==> config.mk <==
export PLATFORM = sky130hd
export DESIGN_NAME = dual_adc_muxed_output_port
export DESIGN_NICKNAME = d
export VERILOG_FILES = /design/src/adc_port_pkg.sv /design/src/pair_fifo_if.sv /design/src/pair_fifo.sv /design/src/dual_adc_muxed_output_port.sv
export VERILOG_INCLUDE_DIRS = /design/src /design/src/src
export SDC_FILE = /design/constraint.sdc
export NUM_CORES = 1
export LEC_CHECK = 0
export ABC_AREA = 1
export BUFFER_PORTS_ARGS = -buffer_cell sky130_fd_sc_hd__buf_2
export CAP_MARGIN = 20
export CORE_MARGIN = 2
export CORE_UTILIZATION = 35
export DETAILED_ROUTE_END_ITERATION = 10
export PLACE_DENSITY_LB_ADDON = 0.12
export SYNTH_ARGS = -nofsm -noshare
export SYNTH_HDL_FRONTEND = slang
export SYNTH_SLANG_ARGS = --single-unit
==> constraint.sdc <==
create_clock -name clock_i -period 4.84 [get_ports clock_i]
set_input_delay 0.968 -clock clock_i [delete_from_list [all_inputs] [get_ports clock_i]]
set_output_delay 0.968 -clock clock_i [all_outputs]
set_load 0.02 [all_outputs]
==> src/adc_port_cfg.svh <==
// constants for the dual channel muxed output port
`ifndef ADC_PORT_CFG_SVH
`define ADC_PORT_CFG_SVH

// converter word and shared bus
`define RESULT_BITS 8
`define RESULT_MSB 7
`define RESULT_ZERO 8'h00
// one fifo word carries both channels of one sampling instant
`define PAIR_BITS 16
`define PAIR_FIFO_DEPTH 32
`define PAIR_LEVEL_BITS 6
// words queued ahead of the first read; with the capture stage this gives five cycles
`define PRIME_LEVEL 6'h04
// pin synchroniser: bit positions and reset value (output enable starts inactive)
`define PIN_COUNT 4
`define PIN_PWRDN 0
`define PIN_SLEEP 1
`define PIN_OE_N 2
`define PIN_FMT 3
`define PIN_RESET 4'h4
// channel indicator levels
`define IND_FIRST 1'b1
`define IND_SECOND 1'b0

`endif

==> src/adc_port_pkg.sv <==
// types shared by the muxed output port files
package adc_port_pkg;

	// both channel results of one sampling instant
	typedef struct packed {
		logic [7:0] first_res;
		logic [7:0] second_res;
	} sample_pair_t;

	// stream control: idle (converters off), filling the latency queue, running
	typedef enum logic [1:0] {
		ST_IDLE = 2'b00,
		ST_FILL = 2'b01,
		ST_RUN = 2'b10
	} stream_state_t;

endpackage

==> src/pair_fifo_if.sv <==
// handshake bundle between the port logic and its sample fifo
`timescale 1ns/1ps
`default_nettype none

interface pair_fifo_if #(
	parameter int WIDTH = 16,
	parameter int LW = 6
) ();
	logic push_valid;
	logic push_ready;
	logic [WIDTH-1:0] push_data;
	logic pop_valid;
	logic pop_ready;
	logic [WIDTH-1:0] pop_data;
	logic flush;
	logic [LW-1:0] level;

	modport owner (
		output push_valid, push_data, pop_ready, flush,
		input push_ready, pop_valid, pop_data, level
	);
	modport store (
		input push_valid, push_data, pop_ready, flush,
		output push_ready, pop_valid, pop_data, level
	);
endinterface

`default_nettype wire

==> src/pair_fifo.sv <==
// synchronous fifo with valid/ready on both sides and a flush
`timescale 1ns/1ps
`default_nettype none

module pair_fifo #(
	parameter int WIDTH = 16,
	parameter int DEPTH = 32
) (
	input wire logic clock_i,
	input wire logic rst_n_i,
	pair_fifo_if.store port_if
);
	localparam int AW = $clog2(DEPTH);
	localparam int LW = $clog2(DEPTH + 1);
	localparam logic [LW-1:0] FULL_LEVEL = LW'(DEPTH);
	localparam logic [LW-1:0] EMPTY_LEVEL = '0;

	logic [WIDTH-1:0] mem [DEPTH];
	logic [AW-1:0] wr_ptr_reg;
	logic [AW-1:0] rd_ptr_reg;
	logic [LW-1:0] level_reg;
	logic push_fire;
	logic pop_fire;

	// honest full and empty straight from the level
	assign port_if.push_ready = (level_reg != FULL_LEVEL);
	assign port_if.pop_valid = (level_reg != EMPTY_LEVEL);
	assign port_if.pop_data = mem[rd_ptr_reg];
	assign port_if.level = level_reg;
	assign push_fire = port_if.push_valid & port_if.push_ready;
	assign pop_fire = port_if.pop_valid & port_if.pop_ready;

	// storage array; no reset needed, reads are gated by the level
	always_ff @(posedge clock_i) begin
		if (push_fire) begin
			mem[wr_ptr_reg] <= port_if.push_data;
		end
	end

	// pointers wrap naturally because the depth is a power of two
	always_ff @(posedge clock_i) begin
		if (!rst_n_i || port_if.flush) begin
			wr_ptr_reg <= '0;
			rd_ptr_reg <= '0;
		end else begin
			if (push_fire) begin
				wr_ptr_reg <= wr_ptr_reg + 1'b1;
			end
			if (pop_fire) begin
				rd_ptr_reg <= rd_ptr_reg + 1'b1;
			end
		end
	end

	// occupancy
	always_ff @(posedge clock_i) begin
		if (!rst_n_i || port_if.flush) begin
			level_reg <= '0;
		end else if (push_fire && !pop_fire) begin
			level_reg <= level_reg + 1'b1;
		end else if (pop_fire && !push_fire) begin
			level_reg <= level_reg - 1'b1;
		end
	end
endmodule

`default_nettype wire

==> src/dual_adc_muxed_output_port.sv <==
// digital output side of a dual 8-bit converter sharing one three-state bus
//
// Summary of operation
// - both channels sampled together on rising edge
// - first channel result out after fifth rising edge
// - second channel result half a period later
// - indicator 1 for first, 0 for second
// - format pin: low offset binary, high two's complement
// - two's complement is offset binary, top bit inverted
// - sleep disables converters, bias stays running
// - power-down pin high enters full power-down
// - power-down with output enable low holds outputs
// - output enable high floats the data bus
// - first updates rising, second falling edge
// - eight-bit bus, bit 7 is the MSB
`timescale 1ns/1ps
`default_nettype none

`include "adc_port_cfg.svh"

module dual_adc_muxed_output_port (
	input wire logic clock_i,
	input wire logic rst_n_i,
	input wire logic [7:0] first_channel_sample_i,
	input wire logic [7:0] second_channel_sample_i,
	input wire logic format_twos_i,
	input wire logic output_enable_n_i,
	input wire logic sleep_i,
	input wire logic full_powerdown_ctl_i,
	output logic [7:0] shared_result_bus_o,
	output logic shared_result_bus_oe_o,
	output logic channel_indicator_o,
	output logic converters_enabled_o,
	output logic bias_enabled_o
);
	// ==========================================================
	// pin synchronisers
	logic [`PIN_COUNT-1:0] pin_raw;
	logic [`PIN_COUNT-1:0] sync1_reg;
	logic [`PIN_COUNT-1:0] sync2_reg;
	logic [`PIN_COUNT-1:0] sync3_reg;
	logic [`PIN_COUNT-1:0] pin_reg;
	logic [`PIN_COUNT-1:0] pin_agree;
	logic pwrdn;
	logic sleep;
	logic oe_n;
	logic fmt_twos;

	assign pin_raw = {format_twos_i, output_enable_n_i, sleep_i, full_powerdown_ctl_i};

	// three stages; the first is read by the second only
	always_ff @(posedge clock_i) begin
		if (!rst_n_i) begin
			sync1_reg <= `PIN_RESET;
			sync2_reg <= `PIN_RESET;
			sync3_reg <= `PIN_RESET;
		end else begin
			sync1_reg <= pin_raw;
			sync2_reg <= sync1_reg;
			sync3_reg <= sync2_reg;
		end
	end

	// a pin change counts only once stages two and three agree
	assign pin_agree = ~(sync2_reg ^ sync3_reg);
	always_ff @(posedge clock_i) begin
		if (!rst_n_i) begin
			pin_reg <= `PIN_RESET;
		end else begin
			pin_reg <= (pin_agree & sync3_reg) | (~pin_agree & pin_reg);
		end
	end

	assign pwrdn = pin_reg[`PIN_PWRDN];
	assign sleep = pin_reg[`PIN_SLEEP];
	assign oe_n = pin_reg[`PIN_OE_N];
	assign fmt_twos = pin_reg[`PIN_FMT];

	// ==========================================================
	// power modes
	// sleep turns the converters off; only full power-down stops the bias
	assign converters_enabled_o = ~sleep & ~pwrdn;
	assign bias_enabled_o = ~pwrdn;

	// ==========================================================
	// sampling
	adc_port_pkg::sample_pair_t cap_reg;
	logic cap_valid_reg;
	pair_fifo_if #(.WIDTH(`PAIR_BITS), .LW(`PAIR_LEVEL_BITS)) q_if ();

	// both channels are caught on the same rising edge; a full queue stalls capture
	always_ff @(posedge clock_i) begin
		if (!rst_n_i) begin
			cap_reg <= '0;
			cap_valid_reg <= 1'b0;
		end else if (!cap_valid_reg || q_if.push_ready) begin
			cap_reg.first_res <= first_channel_sample_i;
			cap_reg.second_res <= second_channel_sample_i;
			cap_valid_reg <= converters_enabled_o;
		end
	end

	// ==========================================================
	// latency queue
	adc_port_pkg::stream_state_t state_reg;
	adc_port_pkg::stream_state_t state_next;
	adc_port_pkg::sample_pair_t head;
	logic primed;
	logic pop_fire;

	assign primed = (q_if.level >= `PRIME_LEVEL);
	assign q_if.push_valid = cap_valid_reg & ~sleep;
	assign q_if.push_data = cap_reg;
	assign q_if.flush = (state_reg == adc_port_pkg::ST_IDLE);
	// power-down freezes the read side so the data outputs stay put; the bus enable still follows oe_n
	assign q_if.pop_ready = ~pwrdn & ((state_reg == adc_port_pkg::ST_RUN) ||
		(state_reg == adc_port_pkg::ST_FILL && primed));
	assign pop_fire = q_if.pop_valid & q_if.pop_ready;
	assign head = q_if.pop_data;

	pair_fifo #(
		.WIDTH(`PAIR_BITS),
		.DEPTH(`PAIR_FIFO_DEPTH)
	) u_queue (
		.clock_i(clock_i),
		.rst_n_i(rst_n_i),
		.port_if(q_if)
	);

	// stream state: reading starts when four words wait, fixing a five cycle latency
	always_comb begin
		state_next = state_reg;
		case (state_reg)
			adc_port_pkg::ST_IDLE: begin
				if (!sleep) begin
					state_next = adc_port_pkg::ST_FILL;
				end
			end
			adc_port_pkg::ST_FILL: begin
				if (sleep) begin
					state_next = adc_port_pkg::ST_IDLE;
				end else if (pop_fire) begin
					state_next = adc_port_pkg::ST_RUN;
				end
			end
			adc_port_pkg::ST_RUN: begin
				if (sleep) begin
					state_next = adc_port_pkg::ST_IDLE;
				end
			end
			default: begin
				state_next = adc_port_pkg::ST_IDLE;
			end
		endcase
	end

	always_ff @(posedge clock_i) begin
		if (!rst_n_i) begin
			state_reg <= adc_port_pkg::ST_IDLE;
		end else begin
			state_reg <= state_next;
		end
	end

	// ==========================================================
	// output coding and half-cycle multiplexing
	logic [7:0] fmt_mask;
	logic [7:0] first_out_reg;
	logic [7:0] second_hold_reg;
	logic [7:0] second_out_reg;
	logic rise_tog_reg;
	logic fall_tog_reg;

	// two's complement is offset binary with the MSB flipped
	assign fmt_mask = {fmt_twos, {(`RESULT_MSB){1'b0}}};

	// first channel word and the paired second word move on the rising edge
	always_ff @(posedge clock_i) begin
		if (!rst_n_i) begin
			first_out_reg <= `RESULT_ZERO;
			second_hold_reg <= `RESULT_ZERO;
		end else if (pop_fire) begin
			first_out_reg <= head.first_res ^ fmt_mask;
			second_hold_reg <= head.second_res ^ fmt_mask;
		end
	end

	// second channel word lands on the following falling edge
	always_ff @(negedge clock_i) begin
		if (!rst_n_i) begin
			second_out_reg <= `RESULT_ZERO;
		end else if (!pwrdn) begin
			second_out_reg <= second_hold_reg;
		end
	end

	// the indicator is the xor of a rising-edge and a falling-edge toggle, so each
	// edge owns one flop and no signal is driven from both edges
	always_ff @(posedge clock_i) begin
		if (!rst_n_i) begin
			rise_tog_reg <= 1'b0;
		end else if (!pwrdn) begin
			rise_tog_reg <= ~fall_tog_reg;
		end
	end

	always_ff @(negedge clock_i) begin
		if (!rst_n_i) begin
			fall_tog_reg <= 1'b0;
		end else if (!pwrdn) begin
			fall_tog_reg <= rise_tog_reg;
		end
	end

	assign channel_indicator_o = (rise_tog_reg ^ fall_tog_reg) ? `IND_FIRST : `IND_SECOND;
	assign shared_result_bus_o = channel_indicator_o ? first_out_reg : second_out_reg;
	// drivers are on only while output enable is low; indicator is never floated
	assign shared_result_bus_oe_o = ~oe_n;
endmodule

`default_nettype wire

# After elaboration in Yosys (flattened, before gate mapping)

Memories as Yosys holds them, arrays and structs flattened. A register that Yosys moved wholly into a read port is not among the register bits.
Index checks and enable logic that the tools add are counted.

Word-level logic and storage cells: 73
Latch bits: 0
Register bits after elaboration: 77
ROM bits: 0
Memories: 1
Memory bits (writable): 512

Memory list:

| memory      | depth | bits a word | rd ports | clocked after memory_dff | write ports | RTL line        | source |
|---|---|---|---|---|---|---|---|
| u_queue.mem | 32    | 16          | 1        | 1                        | 1           | pair_fifo.sv:18 | `logic [WIDTH-1:0] mem [DEPTH];` |

Shift operators: 0
$lt $le $gt $ge: 1
Add/sub/neg operators: 4
Multipliers: 0
Eq/ne operators: 6
Bitwise gates (word level): 18
Muxes and demuxes: 13
Reductions and logical operators: 14
Div/mod/pow operators: 0

Operators by type and width:

| operator                                                           | number |
|---|---|
| XOR 8 bit                                                          | 2 |
| two-way mux 6 bit                                                  | 2 |
| adder 5 x 1 -> 5 bit (second input constant)                       | 2 |
| two-way mux 5 bit                                                  | 2 |
| bitwise AND 4 bit                                                  | 2 |
| two-way mux 2 bit                                                  | 4 |
| two-way mux 8 bit                                                  | 1 |
| inverter 4 bit                                                     | 2 |
| adder 6 x 1 -> 6 bit (second input constant)                       | 1 |
| greater-or-equal comparator 6 x 3 -> 1 bit (second input constant) | 1 |
| inequality test 6 bit (second input constant)                      | 1 |
| one-hot mux 2 bit (3 select lines)                                 | 1 |
| nonzero test 6 bit                                                 | 1 |
| subtractor 6 x 1 -> 6 bit (second input constant)                  | 1 |
| bitwise AND 1 bit                                                  | 5 |
| zero test 1 bit                                                    | 4 |
| inequality test 2 bit (second input constant)                      | 2 |
| inverter 1 bit                                                     | 4 |
| OR 4 bit                                                           | 1 |
| XOR 4 bit                                                          | 1 |
| logical AND 1 bit                                                  | 3 |
| logical OR 1 bit                                                   | 3 |
| two-way mux 1 bit                                                  | 3 |
| inequality test 3 x 2 -> 1 bit (second input constant)             | 1 |
| other kinds (6)                                                    | 6 |

# Logic depth before layout (Yosys ltp)

Depth in word-level cells: 8
Depth in mapped cells: 17
Gate-level depth less buffers: 15

# Modules after synthesis

Synthesis repeated with hierarchy kept, for this count alone.

Cells, all modules: 2259
Area, all modules: 24622.4 um^2

By module, submodules not included:

| module                     | sequential area each (um^2) | cells an instance | area an instance (um^2) | instances |
|---|---|---|---|---|
| pair_fifo                  | 15795.1                     | 1917              | 22160.0                 | 1 |
| dual_adc_muxed_output_port | 1221.2                      | 342               | 2462.4                  | 1 |

==> impl_metrics.tcl <==
set metrics [dict create \
    status "complete, but fails checks" \
    violations "negative setup slack" \
    stdcell_area_sq_um 27200 \
    synth_edf_count 512 \
    synthArstFlopShare_pct 0 \
    finalHoldViolations 0 \
    grtUsageTotal_pct 19.0 \
    synth_ff_type "edfxtp_1" \
    place_ws_ps 403 \
    area.growth.synth_to_final_pct 14.8 \
    synth_nets 2071 \
    finalPower_mw 13.8 \
    placedCellCount 2889 \
    switching_share_pct 29.5 \
    drt-initial-drc-count 1209 \
    critical_path_required_ps 3870 \
    crit_path_end_kind "primary output" \
    layout-drive-gt1-share_pct 9.97 \
    clock_latency_ps 630 \
    p_int_mw 9.74 \
    drc_errors 0 \
    placementRows 95 \
    rsz0062_at_grt "yes" \
    die_w_um 264 \
    cp-startpoint "fall_tog_reg" \
    numCtsBuffers 67 \
    dieHeight_um 264 \
    grt_overflow 0 \
    tightest_slew_ps 929 \
    cp.arrival_ps 4070 \
    worstSetupPathType "register to primary output" \
    vias 15400 \
    wl_per_cell_um 21.9 \
    clock-sinks 594 \
    antenna_left 0 \
    grt_max_degree 141 \
    cts.clk_slew.worst_paths_ps 60 \
    fin_util_pct 40.6 \
    crit_fanout 8 \
    p_seq_share_pct 43.8 \
    clock-skew-final_ps 35.9 \
    powerDensity_nw_per_um2 507 \
    ir_drop_mv 0.317 \
    slew_headroom_pct 38.1 \
    wl_um 66200 \
    seq_area_frac_synth_pct 71.7 \
    rr_endpoint "second_out_reg[7]" \
    largest_reg_flops 512 \
    die_area_sq_um 69900 \
    maxCapViolCount 0 \
    first_pass_iters 5 \
    grt_pass1_wl_um 98500 \
    htree_num_levels 3 \
    finalSetupViolations 9 \
    worstSetupStartpointType "register" \
    p_comb_share_pct 19.4 \
    ys_ff_latch 594 \
    final_cell_mix "edfxtp_1, nor2_1, nand3_1" \
    reg2reg_depth 3 \
    antenna_found_initial 1 \
    layout.nets 2129 \
    holdBufCountCts 0 \
    via_per_inst 5.09 \
    cts_tree "built" \
    cts_root_buf "clkbuf_16" \
    ios 34 \
    min_path_type "register to register" \
    initial_utilization_pct 35.3 \
    tns_ps -1580 \
    yosysWarnings 0 \
    p_leak_nw 9.45 \
    avgSynthCellArea_sq_um 11.6 \
    hold_ws_ps 413 \
    dp_hpwl_um 36500 \
    pwr-share-clk_pct 36.8 \
    placed_area_sq_um 24900 \
    synth_cell_types 29 \
    clk_path_buf_depth 3 \
    cp-endpoint "shared_result_bus_o[4]" \
    place.gp.congestion 0.755 \
    rrSetupSlack_ps 1140 \
    layout_setup_ws_ps -199 \
    power_switching_mw 4.07 \
    first_global_vias 15100 \
    portBuffers 33 \
    instances_no_fill 3021 \
    layout_commonest_cell "edfxtp_1" \
    postSynthCellCount 2038 \
    core_sq_um 67200 \
    slew_viol_final 0 \
    syn_area_sq_um 23700 \
]
## cell usage after synthesis, types with 4 or more instances
| cell type | count | area, sq um |
|---|---|---|
| nand2_1 | 162 | 608 |
| xor2_1 | 4 | 35.0 |
| nand3_1 | 216 | 1080 |
| nor2_1 | 443 | 1660 |
| buf_6 | 17 | 191 |
| buf_1 | 14 | 52.6 |
| o21ai_1 | 65 | 325 |
| nor3_1 | 4 | 20.0 |
| ha_1 | 10 | 125 |
| buf_2 | 32 | 160 |
| inv_2 | 4 | 15.0 |
| clkbuf_1 | 48 | 180 |
| a21oi_1 | 49 | 245 |
| edfxtp_1 | 512 | 15400 |
| inv_1 | 83 | 312 |
| buf_4 | 7 | 52.6 |
| o21ai_0 | 196 | 981 |
| o211ai_1 | 70 | 526 |
| dfxtp_1 | 82 | 1640 |
## worst min-delay path by stage
stage	start	endpoint	slack, ps	cells after the start
floorplan	sync1_reg[0]	sync2_reg[0]	390	2
global placement	sync1_reg[2]	sync2_reg[2]	400	1
detailed placement	sync1_reg[2]	sync2_reg[2]	400	1
CTS	sync1_reg[2]	sync2_reg[2]	420	1
global route	sync1_reg[3]	sync2_reg[3]	440	2
finish	sync1_reg[2]	sync2_reg[2]	410	1
## routing by layer
| layer | track usage, % | vias up | wire, um |
|---|---|---|---|
| met2 | 31.6 | 296 | 31700 |
| met4 | 4.90 | 0 | 1350 |
| met3 | 3.31 | 90 | 2920 |
| met1 | 25.9 | 7686 | 30300 |
| li1 | - | 7311 | - |
| met5 | 0 | - | 0 |
## cells by family (layout without fill, tap and decap cells)
logic type      Yosys count  count (layout)  share of synthesized area [%]
simple gates            834             834                           14.5
flops                   594             594                           71.7
compound gates          381             381                           8.78
buf+inv                 211             319                           4.17
fa+ha+maj                11              11                          0.612
xor+xnor                  7               7                          0.258
other cells               0               2                              0
## power by group through the flow
| stage | combinational [mW] | clock, mW | sequential (mW) |
|---|---|---|---|
| CTS | 2.69 | 5.20 | 6.05 |
| global route | 3.03 | 5.38 | 6.07 |
| detailed placement | 2.67 | 0.0127 | 6.15 |
| finish | 2.68 | 5.09 | 6.05 |
| floorplan | 1.87 | 0.0127 | 6.13 |
| global placement | 2.65 | 0.0127 | 6.15 |
## layout make-up
type / count / area, sq um
Multi-Input combinational cell: 1233 / 5780
Clock inverter: 31 / 250
Tap cell: 873 / 1090
Fill cell: 6375 / 39900
Antenna cell: 2 / 5.00
Timing Repair Buffer: 102 / 781
Sequential cell: 594 / 17000
Clock buffer: 97 / 1960
Inverter: 89 / 345
## critical path, cell delays in order (launching register included)
cell	delay, ps
dfxtp_4	350
xor2_4	190
buf_4	190
o21ai_2	150
buf_6	140
## timing repair
action / CTS / global route
gates cloned: 2 / 0
gates resized for setup: 18 / 16
setup endpoints to repair: 9 / 9
buffers inserted: 1 / 0
pin swaps: 1 / 0
Note: power is estimated with default switching activity, not from simulation.
